File: config.mk
export PLATFORM = sky130hd
export DESIGN_NAME = cls_link_regs
export DESIGN_NICKNAME = d
export VERILOG_FILES = /design/src/verilog/cls_pkg.sv /design/src/verilog/cls_link_regs.sv
export SDC_FILE = /design/constraint.sdc
export NUM_CORES = 1
export LEC_CHECK = 0
export BUFFER_PORTS_ARGS = -buffer_cell sky130_fd_sc_hd__buf_2
export CAP_MARGIN = 30
export CORE_MARGIN = 4
export CORE_UTILIZATION = 45
export CTS_CLUSTER_SIZE = 24
export DETAILED_ROUTE_END_ITERATION = 10
export MAX_ROUTING_LAYER = met4
export PLACE_DENSITY_LB_ADDON = 0.08
export SKIP_CTS_REPAIR_TIMING = 1
export SYNTH_ARGS = -nofsm -noshare
export SYNTH_HDL_FRONTEND = slang
export SYNTH_SLANG_ARGS = --single-unit
File: constraint.sdc
create_clock -name clk -period 3.51 [get_ports clk]
set_input_delay 0.351 -clock clk [delete_from_list [all_inputs] [get_ports clk]]
set_output_delay 0.351 -clock clk [all_outputs]
set_load 0.05 [all_outputs]
File: src/verilog/cls_pkg.sv
package cls_pkg;
   // register byte offsets in link register space
   localparam logic [7:0] LINK_CONTROL_OFS = 8'h88;
   localparam logic [7:0] LINK_STATUS_OFS = 8'h8a;
   // link_control fields
   localparam int EXT_SYNC_BIT = 7;
   localparam int RSVD_RW_BIT = 2;
   localparam int ASPM_LO = 0;
   localparam int ASPM_HI = 1;
   localparam logic [15:0] LINK_CONTROL_RST = 16'h0000;
   localparam logic [1:0] ASPM_OFF = 2'h0;
   localparam logic [1:0] ASPM_L0S = 2'h1;
   localparam logic [1:0] ASPM_RSVD = 2'h2;
   localparam logic [1:0] ASPM_L0S_L1 = 2'h3;
   // link_status fields
   localparam int WIDTH_LO = 4;
   localparam int WIDTH_HI = 9;
   localparam int RATE_HI = 3;
   localparam logic [3:0] RATE_2G5 = 4'h1;
   localparam logic [5:0] WIDTH_RST = 6'h00;
   localparam logic [5:0] LANES_X1 = 6'h01;
   localparam logic [5:0] LANES_X2 = 6'h02;
   localparam logic [5:0] LANES_X4 = 6'h04;
   localparam logic [5:0] MAX_LANES_RST = 6'h04;
   // ordered-set counts
   localparam int CNT_W = 13;
   localparam logic [12:0] EXT_FTS_COUNT = 13'h1000;
   localparam logic [12:0] EXT_TS1_COUNT = 13'h0400;
   localparam logic [12:0] NORMAL_FTS_COUNT = 13'h0080;
   localparam logic [12:0] NORMAL_TS1_COUNT = 13'h0010;

   // link power states reported by the link layer
   typedef enum logic [1:0] {
      CLS_LS_L0 = 2'b00,
      CLS_LS_L0S = 2'b01,
      CLS_LS_L1 = 2'b10,
      CLS_LS_OTHER = 2'b11
   } cls_lstate_t;

   // training sequencer states
   typedef enum logic [1:0] {
      CLS_IDLE = 2'b00,
      CLS_FTS = 2'b01,
      CLS_SKP = 2'b10,
      CLS_TS1 = 2'b11
   } cls_seq_t;

   // register access request
   typedef struct packed {
      logic rd;
      logic wr;
      logic [7:0] addr;
      logic [1:0] be;
      logic [15:0] wdata;
   } cls_req_t;

   // link layer status
   typedef struct packed {
      cls_lstate_t state;
      logic widthDone;
      logic [5:0] lanes;
   } cls_link_t;
endpackage : cls_pkg

File: src/verilog/cls_link_regs.sv
`timescale 1ns/1ps
`default_nettype none

module cls_link_regs #(
   parameter logic [12:0] NORMAL_FTS = cls_pkg::NORMAL_FTS_COUNT,
   parameter logic [12:0] NORMAL_TS1 = cls_pkg::NORMAL_TS1_COUNT,
   parameter logic [5:0] MAX_LANES = cls_pkg::MAX_LANES_RST
) (
   input wire logic clk,
   input wire logic nrst,
   input wire cls_pkg::cls_req_t req,
   output logic [15:0] rdata,
   output logic rvalid,
   input wire cls_pkg::cls_link_t link,
   input wire logic l0sExitReq,
   input wire logic recoveryLockReq,
   input wire logic osSent,
   output logic sendFts,
   output logic sendSkp,
   output logic sendTs1,
   output logic l0sExitDone,
   output logic recoveryLockDone,
   output logic l0sAllowed,
   output logic l1Allowed,
   output logic extSyncActive
);

   logic extended_training_sync_q;
   logic rsvdBit_q;
   logic [1:0] aspm_q;
   logic [5:0] width_q;
   logic [5:0] width_d;
   logic [15:0] rdata_q;
   logic rvalid_q;
   logic [15:0] ctrlView;
   logic [15:0] statView;
   cls_pkg::cls_seq_t state_q;
   logic [12:0] count_q;
   logic seqExt_q;
   logic l0sDone_q;
   logic recDone_q;
   logic l0sOk_q;
   logic l1Ok_q;
   logic sendFts_q;
   logic sendSkp_q;
   logic sendTs1_q;
   logic lastOs;

   // legal lane code that fits the advertised maximum
   function automatic logic widthOk(input logic [5:0] lanes,
                                    input logic [5:0] maxLanes);
      logic legal;
      legal = (lanes == cls_pkg::LANES_X1) || (lanes == cls_pkg::LANES_X2)
            || (lanes == cls_pkg::LANES_X4);
      widthOk = legal && (lanes <= maxLanes);
   endfunction : widthOk

   ////////////////////////////////////////////////////////////////////
   // register writes
   ////////////////////////////////////////////////////////////////////

   // only low byte holds writable bits; high byte is reserved
   always_ff @(posedge clk) begin
      if (!nrst) begin
         extended_training_sync_q <= cls_pkg::LINK_CONTROL_RST[cls_pkg::EXT_SYNC_BIT];
         rsvdBit_q <= cls_pkg::LINK_CONTROL_RST[cls_pkg::RSVD_RW_BIT];
         aspm_q <= cls_pkg::LINK_CONTROL_RST[cls_pkg::ASPM_HI:cls_pkg::ASPM_LO];
      end else if (req.wr && req.addr == cls_pkg::LINK_CONTROL_OFS
                   && req.be[0]) begin
         extended_training_sync_q <= req.wdata[cls_pkg::EXT_SYNC_BIT];
         rsvdBit_q <= req.wdata[cls_pkg::RSVD_RW_BIT];
         aspm_q <= req.wdata[cls_pkg::ASPM_HI:cls_pkg::ASPM_LO];
      end
      // writes to bits 15:8, 6:3 and link_status are dropped
   end

   // power level decode; reserved code 10 allows nothing
   always_ff @(posedge clk) begin
      if (!nrst) begin
         l0sOk_q <= 1'b0;
         l1Ok_q <= 1'b0;
      end else begin
         l0sOk_q <= (aspm_q == cls_pkg::ASPM_L0S)
                  || (aspm_q == cls_pkg::ASPM_L0S_L1);
         l1Ok_q <= (aspm_q == cls_pkg::ASPM_L0S_L1);
      end
   end

   ////////////////////////////////////////////////////////////////////
   // negotiated width tracking
   ////////////////////////////////////////////////////////////////////

   // report width only in L0, L0s or L1 after negotiation
   always_comb begin
      width_d = cls_pkg::WIDTH_RST;
      if (link.widthDone && link.state != cls_pkg::CLS_LS_OTHER
          && widthOk(link.lanes, MAX_LANES)) begin
         width_d = link.lanes;
      end
   end

   always_ff @(posedge clk) begin
      if (!nrst) begin
         width_q <= cls_pkg::WIDTH_RST;
      end else begin
         width_q <= width_d;
      end
   end

   ////////////////////////////////////////////////////////////////////
   // register reads
   ////////////////////////////////////////////////////////////////////

   // reserved fields except control bit 2 are zero; rate fixed at 2.5 Gb/s
   always_comb begin
      ctrlView = 16'h0000;
      ctrlView[cls_pkg::EXT_SYNC_BIT] = extended_training_sync_q;
      ctrlView[cls_pkg::RSVD_RW_BIT] = rsvdBit_q;
      ctrlView[cls_pkg::ASPM_HI:cls_pkg::ASPM_LO] = aspm_q;
      statView = 16'h0000;
      statView[cls_pkg::WIDTH_HI:cls_pkg::WIDTH_LO] = width_q;
      statView[cls_pkg::RATE_HI:0] = cls_pkg::RATE_2G5;
   end

   // read data one cycle after the strobe; unmapped reads give zero
   always_ff @(posedge clk) begin
      if (!nrst) begin
         rdata_q <= 16'h0000;
         rvalid_q <= 1'b0;
      end else begin
         rvalid_q <= req.rd;
         if (!req.rd) begin
            rdata_q <= 16'h0000;
         end else if (req.addr == cls_pkg::LINK_CONTROL_OFS) begin
            rdata_q <= ctrlView;
         end else if (req.addr == cls_pkg::LINK_STATUS_OFS) begin
            rdata_q <= statView;
         end else begin
            rdata_q <= 16'h0000;
         end
      end
   end

   ////////////////////////////////////////////////////////////////////
   // ordered-set sequencer
   ////////////////////////////////////////////////////////////////////

   assign lastOs = osSent && (count_q == 13'h0001);

   // count length chosen from extended sync at sequence start
   always_ff @(posedge clk) begin
      if (!nrst) begin
         state_q <= cls_pkg::CLS_IDLE;
         count_q <= 13'h0000;
         seqExt_q <= 1'b0;
         l0sDone_q <= 1'b0;
         recDone_q <= 1'b0;
         sendFts_q <= 1'b0;
         sendSkp_q <= 1'b0;
         sendTs1_q <= 1'b0;
      end else begin
         l0sDone_q <= 1'b0;
         recDone_q <= 1'b0;
         case (state_q)
            cls_pkg::CLS_IDLE: begin
               seqExt_q <= extended_training_sync_q;
               if (l0sExitReq) begin
                  state_q <= cls_pkg::CLS_FTS;
                  sendFts_q <= 1'b1;
                  count_q <= extended_training_sync_q ? cls_pkg::EXT_FTS_COUNT
                                       : NORMAL_FTS;
               end else if (recoveryLockReq) begin
                  state_q <= cls_pkg::CLS_TS1;
                  sendTs1_q <= 1'b1;
                  count_q <= extended_training_sync_q ? cls_pkg::EXT_TS1_COUNT
                                       : NORMAL_TS1;
               end
            end
            cls_pkg::CLS_FTS: begin
               if (lastOs) begin
                  sendFts_q <= 1'b0;
                  if (seqExt_q) begin
                     state_q <= cls_pkg::CLS_SKP;
                     sendSkp_q <= 1'b1;
                  end else begin
                     state_q <= cls_pkg::CLS_IDLE;
                     l0sDone_q <= 1'b1;
                  end
               end else if (osSent) begin
                  count_q <= count_q - 13'h0001;
               end
            end
            cls_pkg::CLS_SKP: begin
               if (osSent) begin
                  state_q <= cls_pkg::CLS_IDLE; // single SKP
                  sendSkp_q <= 1'b0;
                  l0sDone_q <= 1'b1;
               end
            end
            cls_pkg::CLS_TS1: begin
               if (lastOs) begin
                  state_q <= cls_pkg::CLS_IDLE;
                  sendTs1_q <= 1'b0;
                  recDone_q <= 1'b1;
               end else if (osSent) begin
                  count_q <= count_q - 13'h0001;
               end
            end
            default: begin
               state_q <= cls_pkg::CLS_IDLE;
               sendFts_q <= 1'b0;
               sendSkp_q <= 1'b0;
               sendTs1_q <= 1'b0;
            end
         endcase
      end
   end

   // outputs straight from flops
   assign rdata = rdata_q;
   assign rvalid = rvalid_q;
   assign sendFts = sendFts_q;
   assign sendSkp = sendSkp_q;
   assign sendTs1 = sendTs1_q;
   assign l0sExitDone = l0sDone_q;
   assign recoveryLockDone = recDone_q;
   assign l0sAllowed = l0sOk_q;
   assign l1Allowed = l1Ok_q;
   assign extSyncActive = extended_training_sync_q;

endmodule : cls_link_regs

`default_nettype wire

* Word-level counts from Yosys, hierarchy flattened *
Index checks and enable logic that the tools add are counted.

cells by class
  add/sub/neg operators = 1
  magnitude comparators = 1
  equal/unequal tests = 22
  multiplexer cells = 31
  bitwise logic cells = 3
  reductions and logical operators = 25

operators by type and width
  cell                     count
  $mux W13                 5
  $pmux W13 S2             1
  $ne A2 B2 Y1 const B     9
  $eq A8 B8 Y1 const B     2
  $mux W8                  2
  $reduce_and A4 Y1        4
  $eq A13 B1 Y1 const B    1
  $sub A13 B1 Y13 const B  1
  $mux W2                  6
  $mux W1                  11
  $mux W11                 1
  $pmux W1 S2              4
  $pmux W2 S4              1
  $reduce_bool A2 Y1       4
  $eq A2 B2 Y1 const B     3
  $eq A6 B1 Y1 const B     1
  $eq A6 B2 Y1 const B     1
  $eq A6 B3 Y1 const B     1
  $le A6 B3 Y1 const B     1
  $logic_and A1 B1 Y1      6
  $reduce_and A2 Y1        3
  $eq A2 B1 Y1 const B     2
  $reduce_or A4 Y1         1
  $logic_or A1 B1 Y1       3
  other kinds (7)          9

word-level totals
  register bits after elaboration = 50
  input bits = 42
  output and inout port bits = 25

* Longest topological paths before layout *
Gate-level depths: netlist of run 1.

  depth after elaboration = 6
  gate-level depth with buffers = 8
  depth with buffers taken out = 6

* Least setup slack after synthesis of run 1 *
OpenSTA, ideal clock, no wires.

  kind = register to register
  start = reg state_q[0]
  end = reg count_q[7]
  library setup time = 0.120 ns
  arrival time = 1.875 ns
  data required time = 3.390 ns
  slack = 1.515 ns
  cell stages (with the launch flop) = 9
  path buffers = 2
  cell sequence = dfxtp_1 > inv_1 > ha_1 > clkbuf_2 > or3b_2 > o211ai_1 > buf_2 > nor4_1 > a211o_1

between the ends
  cells in the longest elaborated chain, start to end = 4

ends and longest elaborated chain
  what                                                         line                  text
  from (decl)                                                  cls_link_regs.sv:37   cls_pkg::cls_seq_t state_q;
  from (signal assigned)                                       cls_link_regs.sv:153  state_q <= cls_pkg::CLS_IDLE;
  from (signal assigned)                                       cls_link_regs.sv:168  state_q <= cls_pkg::CLS_FTS;
  from (signal assigned)                                       cls_link_regs.sv:173  state_q <= cls_pkg::CLS_TS1;
  $eq A2 B2 Y1 / $eq A2 B1 Y1 (equally long branches)          cls_link_regs.sv:164  case (state_q)
  $reduce_or A2 Y1 (no source line)                            --
  $ne A2 B2 Y1 (no source line), or another cell as far along  --
  $reduce_and A4 Y1 (no source line)                           --
  to (signal assigned)                                         cls_link_regs.sv:170  count_q <= extended_training_sync_q ? cls_pkg::EXT_FTS_COUNT
  to (signal assigned)                                         cls_link_regs.sv:175  count_q <= extended_training_sync_q ? cls_pkg::EXT_TS1_COUNT
  to (signal assigned)                                         cls_link_regs.sv:190  count_q <= count_q - 13'h0001;
  to (decl)                                                    cls_link_regs.sv:38   logic [12:0] count_q;

Several ways; a longest one is shown, not always the timed one.
A chain may end at the register's enable or synchronous reset.

* Worst setup path after layout of run 1 *
  start = reg state_q[1]
  end = reg count_q[10]

Same word-level chain as after synthesis.

==> results.toml, run 1 <==
[status]
status = "finished, final reports clean"

[timing]
worst_slew_pin_slew_ns = 0.9778
period_needed_ns = 2.557
finClkSkew_ns = 0.005905
hold_viol = 0
report.final.setup_viol = 0
slew_violations = 0
rsz0062_at_grt = "false"
tns_ns = 0
clock.fmax_ghz = 0.3912
worst_slack_ns = 0.9535
slew_headroom_pct = 34.53
fin_crit_sh_pct = 72.84

[clocking]
root_buffer = "clkbuf_8"
cts.sinks = 43
htree_levels = 2
cts_tree = "built"
cts_buffer_depth = 2
cts_buffers = 5
clkLatencyLatePin_ns = 0.29
clk_transition_reported_paths_ns = 0.08

[worst_hold_path]
hold_path.class = "in2reg"

[cells_and_area]
antenna_cells = 0
instances_no_fill = 329
drive_above_1_share_pct = 21.66
num-fill-cells = 439
syn2layout_area_growth_pct = 15.62
final_core_util_pct = 54.76
fin_nets = 325

[routing]
wl_met3_um = 262
first_pass_iters = 4
routed.top_layer = "met4"
dr_wl_met2_mm = 2.169
drtAntennaViolNets = 0
avgViaCountPerCell = 5.444
drt_iter0_drc = 115
wire_per_inst_um = 14.40
vias = 1791
wl_met1_mm = 2.260
drc = 0
wl_mm = 4.739

[synthesis]
yosys_warnings = 0
async_reset_ff_share_pct = 0
netlist.area_leader.share_pct = 41.17
synth-xor-area-share_pct = 0.4189
synth_top_cell_by_area = "dfxtp_1"
ys_seq_area_share_pct = 41.17
synth_top_family_by_area = "simple AND/OR/NAND/NOR gates"
synthCells = 233
synth_area_leaders = "dfxtp_1, mux2i_1, ha_1"
synth-seq-cells = 43
muxShareOfSynthArea_pct = 6.703
synthSimpleGateAreaFrac_pct = 28.67
yosysUniqueCellTypes = 47
netlist_area_sq_mm = 0.002091
ys.flop_type = "dfxtp_1"
synth-edff-count = 0
synth-adder-area-share_pct = 3.591
synth_compound_area_share_pct = 12.81
syn_area_per_cell_sq_um = 8.973

[global_routing]
grt.total_usage_pct = 16.84
grt_pass1_vias = 1614
grt-ovfl-total = 0
grt_pass1_wl_mm = 7.935
antenna_found_initial = 0
grt_max_degree = 17

[worst_setup_path]
crit_type = "reg2reg"
start_kind = "flop"
crit_required_ns = 3.69
critPathCaptureType = "flop"
path_max_fanout = 14
worstPathArrival_ns = 2.73

[placed_design]
dp.final_hpwl_mm = 3.410
dp.cells = 322
dpl_worst_slack_ns = 1.019
place_congestion = 0.8383
portBuffers = 46

[pwr]
powerDensity_mw_per_mm2 = 714.6
peakVddDrop_uv = 331.6
power.leakage_nw = 1.073
power_mw = 1.727

[die]
die_w_um = 76.16
core_area_sq_mm = 0.004414
start_util_pct = 47.36
pin_count = 67
placementRows = 24
fp.dieArea_sq_mm = 0.005800
die_h_um = 76.16

[run]
drv_cap = 0
[flip-flops by register name, summed over array words and instances (netlist names)]
register / count
aspm_q: 2
count_q: 13
extSyncActive: 1
l0sAllowed: 1
l0sExitDone: 1
l1Allowed: 1
rdata: 9
recoveryLockDone: 1
rsvdBit_q: 1
rvalid: 1
sendFts: 1
sendSkp: 1
sendTs1: 1
seqExt_q: 1
state_q: 2
width_q: 6
[layer usage]
metal / global-route usage, % / vias up
met2: 25.86 / 49
li1: - / 921
met5: - / -
met3: 4.137 / 4
met1: 22.04 / 817
met4: 4.720 / 0
[power breakdown]
part	switching, mW	internal [mW]
clock	0.155	0.208
combinational	0.443	0.294
sequential	0.0753	0.552
[per-stage QoR]
stage,area (sq um),hold WS (ns)
after floorplan,2125,0.4057
after CTS,2417,0.2807
after global routing,2417,0.2922
after global placement,2315,0.4093
final,2417,0.2921
after detailed placement,2315,0.4115
[cells in the final DEF, fill, tap and decap left out, drive strengths merged, types with 5 or more instances in the layout]
cell type | Yosys | layout
a21oi | 5 | 5
and2 | 11 | 11
buf | 10 | 46
clkbuf | 8 | 6
conb | 1 | 10
dfxtp | 43 | 43
ha | 6 | 6
inv | 8 | 8
mux2i | 14 | 14
nand2 | 17 | 17
nand2b | 6 | 6
nand3 | 5 | 5
nor2 | 14 | 14
nor3 | 7 | 7
nor4 | 13 | 13
o21ai | 11 | 11
[worst paths after layout]
check / from / to / slack (ns) / depth (start not counted)
setup / recovery: state_q[1] / count_q[10] / 0.95 / 6
setup reg to reg: state_q[1] / count_q[10] / 0.95 / 6
hold reg to reg: width_q[5] / rdata[9] / 0.42 / 1
hold / removal: link[1] / width_q[1] / 0.29 / 2
[critical path, cell delays in order, from the launching register on]
cell	delay, ns
dfxtp_1	0.38
inv_1	0.08
ha_1	0.32
nor2_1	0.42
o211ai_1	0.45
or2_2	0.48
o311ai_0	0.31
[cell type report]
cell class                 count  area (sq um)  area share (%)
sequential                    43         860.8           35.61
clock buffer                   6         72.57           3.002
clock inverter                 1         30.03           1.242
timing repair buffer          46         230.2           9.524
multi-input combinational    173          1129           46.69
inverter                       8         30.03           1.242
tap                           52         65.06           2.692
[synthesized netlist by cell type (3+ instances only)]
cell type  count
a21oi_1        5
a31oi_1        4
and2_1        11
and3_1         4
buf_4          7
clkbuf_1       7
dfxtp_1       43
ha_1           6
inv_1          8
mux2i_1       14
nand2_1       17
nand2b_1       6
nand3_1        5
nand4_1        3
nor2_1        14
nor3_1         7
nor3b_1        3
nor4_1        11
o211ai_1       3
o21ai_0       11
o311ai_0       3
o31ai_1        4
or3_1          4
[logic make-up after synthesis]
family                   Yosys count
AO/OA/AOI/OAI                     40
XOR/XNOR                           1
adder cells (fa/ha/maj)            6
buffers and inverters             26
flip-flops                        43
multiplexers                      14
other                              1
AND/OR/NAND/NOR                  102
Power figures use the tool's default switching activity.
==> run 2, diff against run 1 <==
- clock period: 3.51 -> 2.53 ns (I/O delays scaled with it)
==> results.toml, run 2 (synthesis gave the netlist of run 1 again) <==
[status]
status = "finished, final reports clean"

[routing]
wl_mm = 4.704
drtAntennaViolNets = 0
vias = 1841
avgViaCountPerCell = 5.496
first_pass_iters = 4
wire_per_inst_um = 14.04
drt_iter0_drc = 107
drc = 0

[cells_and_area]
final_core_util_pct = 55.22
final_common_cell = "buf_2"
largest_reg_flops = 13
drive_above_1_share_pct = 23.32
regMostFlops = "count_q"
antenna_cells = 0
layout_common_cells = "buf_2, dfxtp_1, nand2_1"
fin_nets = 330
num-fill-cells = 431
syn2layout_area_growth_pct = 16.58

[timing]
worst_slack_ns = 0.4246
rsz0062_at_grt = "false"
fin_crit_sh_pct = 83.22
period_needed_ns = 2.105
worst_slew_pin_slew_ns = 0.5947
slew_headroom_pct = 59.33
report.final.setup_viol = 0
clock.fmax_ghz = 0.4750
slew_violations = 0
hold_viol = 0
tns_ns = 0
finClkSkew_ns = 0.007111

[worst_setup_path]
path_max_fanout = 12
crit_type = "reg2reg"
crit_required_ns = 2.72
r2r-end = "count_q[10]"
r2r_cells = 7
crit_start = "state_q[1]"
worstPathArrival_ns = 2.29
ff2ff_setup_slack_ns = 0.42
endpoint = "count_q[10]"
critPathCaptureType = "flop"
r2r_start = "state_q[1]"
start_kind = "flop"

[die]
start_util_pct = 47.36
core_area_sq_mm = 0.004414
fp.dieArea_sq_mm = 0.005800
placementRows = 24
die_h_um = 76.16
pin_count = 67
die_w_um = 76.16

[worst_hold_path]
hold_path_depth = 2
hold_path.class = "in2reg"

[pwr]
internal_power_mw = 1.414
netSwitchingPower_mw = 0.9663
power.share.switching_pct = 40.59
p_comb_share_pct = 45.6
clkPwrFrac_pct = 17.9
peakVddDrop_uv = 525.6
powerDensity_mw_per_mm2 = 976.8
p_seq_share_pct = 36.4
power.leakage_nw = 1.087

[global_routing]
grt-ovfl-total = 0
grt_pass1_wl_mm = 7.900
grt_max_degree = 17
antenna_found_initial = 0
grt_pass1_vias = 1580
grt.total_usage_pct = 16.67

[clocking]
htree_levels = 2
cts_tree = "built"
clkLatencyLatePin_ns = 0.29
cts_buffers = 5
root_buffer = "clkbuf_8"
cts_buffer_depth = 2
cts.sinks = 43
clk_transition_reported_paths_ns = 0.08

[placed_design]
portBuffers = 46
place_congestion = 0.8996
dpl_worst_slack_ns = 0.4467
dp.final_hpwl_mm = 3.444

[run]
drv_cap = 0
## run 2: how the worst min path moves through the flow
| stage | from | slack, ns | end |
|---|---|---|---|
| 3_5_place_dp | width_q[1] | 0.41 | rdata[5] |
| 5_1_grt | link[1] | 0.20 | width_q[1] |
| 4_1_cts | link[1] | 0.18 | width_q[1] |
| 6_report | link[1] | 0.19 | width_q[1] |
| 3_3_place_gp | width_q[5] | 0.41 | rdata[9] |
| 2_1_floorplan | req[19] | 0.33 | rdata[1] |
## run 2: layout make-up
class,instances,area (sq um),area share (%)
flip-flops and latches,43,860.8,35.32
multi-input cells,173,1129,46.30
inverters,8,30.03,1.232
clock inverters,2,12.51,0.5133
well taps,52,65.06,2.669
clock buffers,6,72.57,2.977
repair buffers,51,267.8,10.99
## run 2: routing by layer
metal | global-route usage, % | routed length, um
met5 | - | 0
met3 | 4.492 | 338
met2 | 24.66 | 2186
met4 | 4.720 | 49
met1 | 22.37 | 2129
## run 2: worst max-delay path, cell delays in order (launching register included)
cell and delay, ns:
dfxtp_1 0.39, inv_1 0.08, ha_1 0.31, o21ai_0 0.35, nor4_4 0.07, buf_4 0.18, or2_2 0.32, o311ai_0 0.30
## run 2: power groups by stage
stage	Sequential, mW	Clock, mW	Combinational [mW]
floorplan	0.897	0	0.801
global placement	0.881	0	1.07
detailed placement	0.882	0	1.07
CTS	0.867	0.443	1.08
global route	0.886	0.471	1.20
finish	0.868	0.426	1.09
## run 2: through the flow
step                hold slack (ns)  cells  power (mW)  instance area, sq um
finish                       0.1898    335       2.381                  2437
global route                 0.1954    335       2.553                  2437
CTS                          0.1792    335       2.390                  2437
detailed placement           0.4144    327       1.957                  2352
global placement             0.4097    327       1.955                  2352
floorplan                    0.3291    242       1.698                  2125
==> run 3, diff against run 2 <==
- ABC_AREA: unset -> 1
- clock period: 2.53 -> 2 ns (I/O delays scaled with it)
==> results.toml, run 3 <==
[status]
status = "finished, final reports clean"

[timing]
hold_ws_ns = 0.1375
period_needed_ns = 1.752
clock.fmax_ghz = 0.5709
slew_violations = 0
hold_viol = 0
finClkSkew_ns = 0.007823
rsz0062_at_grt = "false"
fin_crit_sh_pct = 87.58
tns_ns = 0
report.final.setup_viol = 0

[placed_design]
placed_cell_area_sq_mm = 0.002400
portBuffers = 46
dp.final_hpwl_mm = 3.476
place_congestion = 0.8828
dp.cells = 411

[die]
placementRows = 24
die_h_um = 76.53
pin_count = 67
fp.dieArea_sq_mm = 0.005857
start_util_pct = 47.55
die_w_um = 76.53
core_area_sq_mm = 0.004444

[global_routing]
grt.total_usage_pct = 15.83
grt_pass1_wl_mm = 7.479
grt_max_degree = 21
grt_pass1_vias = 1758
grt-ovfl-total = 0
antenna_found_initial = 0

[routing]
wl_mm = 4.456
avgViaCountPerCell = 4.711
drtAntennaViolNets = 0
drt_iter0_drc = 79
wire_per_inst_um = 10.63
vias = 1974
drc = 0
first_pass_iters = 4

[worst_setup_path]
r2r_cells = 10
r2r-end = "sendTs1"
worstPathArrival_ns = 1.94
crit_required_ns = 2.19
crit_type = "reg2reg"
endpoint = "sendTs1"
crit_start = "state_q[0]"
r2r_start = "state_q[0]"
path_max_fanout = 7
ff2ff_setup_slack_ns = 0.25
critPathCaptureType = "flop"
start_kind = "flop"

[synthesis]
yosysUniqueCellTypes = 30
synthCells = 310
yosys_warnings = 0
synth_area_leaders = "dfxtp_1, nand2_1, nor2_1"
async_reset_ff_share_pct = 0
synth_commonest_cells = "nand2_1, nor2_1, inv_1"
ys_seq_area_share_pct = 40.73
netlist_area_sq_mm = 0.002113
synth-edff-count = 0
syn_area_per_cell_sq_um = 6.817
yosysMostFrequentCell = "nand2_1"
netlist.area_leader.share_pct = 40.73
ys.flop_type = "dfxtp_1"
synth-seq-cells = 43
synth_top_cell_by_area = "dfxtp_1"

[cells_and_area]
fin_nets = 414
layout_common_cells = "nand2_1, nor2_1, inv_1"
drive_above_1_share_pct = 19.35
largest_reg_flops = 13
instances_no_fill = 419
stdcell_area_sq_mm = 0.002537
regMostFlops = "count_q"
antenna_cells = 0
syn2layout_area_growth_pct = 20.07
final_common_cell = "nand2_1"

[run]
drv_cap = 0

[worst_hold_path]
hold_path.class = "in2reg"

[pwr]
powerDensity_mw_per_mm2 = 1565
peakVddDrop_uv = 713.0
power.leakage_nw = 1.328

[clocking]
clkLatencyLatePin_ns = 0.29
clk_transition_reported_paths_ns = 0.08
cts_tree = "built"
root_buffer = "clkbuf_8"
cts_buffer_depth = 2
cts_buffers = 5
htree_levels = 2
cts.sinks = 43
==> run 3: changes by cell type after synthesis, sizes merged, moves of 4 or more <==
cell	change
inv	+40
mux2i	-14
nand3	+16
nor2	+46
o31ai	-4
nand2b	-6
nand2	+56
clkbuf	-7
and3	-4
a21oi	+14
and2	-10
nor4	-11
or4	-4
or3	-4
==> run 3: routing by layer <==
metal	share of wire [%]	GRT usage, %
met5	0	-
met4	0.74	3.261
met3	4.7	4.019
met2	48	27.94
met1	46	18.10
==> run 3: worst min-delay path by stage <==
stage	startpoint	end	slack (ns)	cells past startpoint
floorplan	req[27]	rvalid	0.33	2
finish	req[7]	extSyncActive	0.14	3
global placement	width_q[1]	rdata[5]	0.40	2
CTS	req[7]	extSyncActive	0.13	3
detailed placement	width_q[0]	rdata[4]	0.40	2
global route	req[0]	aspm_q[0]	0.14	3
==> run 3: through the flow <==
stage                     total power, mW  util [%]  worst slack, ns
after floorplan                     2.811         -           0.3881
after CTS                           3.972     56.98           0.1580
final                               3.972     57.09           0.2483
after detailed placement            3.164     54.00           0.1679
after global routing                4.328     57.09          0.07020
after global placement              3.142     54.00           0.1772
==> run 3: power by group <==
group	internal [mW]	switching (mW)	total [mW]	leakage, nW
Clock	0.499	0.295	0.794	0.0654
Combinational	0.693	1.32	2.01	0.912
Sequential	1.02	0.146	1.17	0.351
Total	2.21	1.76	3.97	1.33
==> run 3: cell families (layout without fill, tap and decap cells) <==
| group | Yosys count | in the layout | share of synthesized area (%) |
|---|---|---|---|
| AO/OA/AOI/OAI | 34 | 34 | 9.059 |
| other | 1 | 10 | 0.1774 |
| AND/OR/NAND/NOR | 166 | 166 | 33.51 |
| adder cells (fa/ha/maj) | 6 | 6 | 3.552 |
| flip-flops | 43 | 43 | 40.73 |
| XOR/XNOR | 1 | 1 | 0.4145 |
| buffers and inverters | 59 | 107 | 12.55 |
==> run 3: worst max-delay path: stages (launching register included) <==
cell and delay (ns):
dfxtp_1 0.36, inv_1 0.10, ha_1 0.29, inv_1 0.10, buf_4 0.16, nor2_1 0.17
nand2_1 0.06, o21ai_0 0.11, inv_1 0.06, o21ai_0 0.17, a21oi_1 0.08
==> run 3: final cells by class <==
type / count / area [sq um]
Clock buffer: 6 / 72.57
Clock inverter: 2 / 60.06
Fill cell: 454 / 1907
Inverter: 48 / 185.2
Multi-Input combinational cell: 217 / 1026
Sequential cell: 43 / 860.8
Tap cell: 52 / 65.06
Timing Repair Buffer: 51 / 267.8
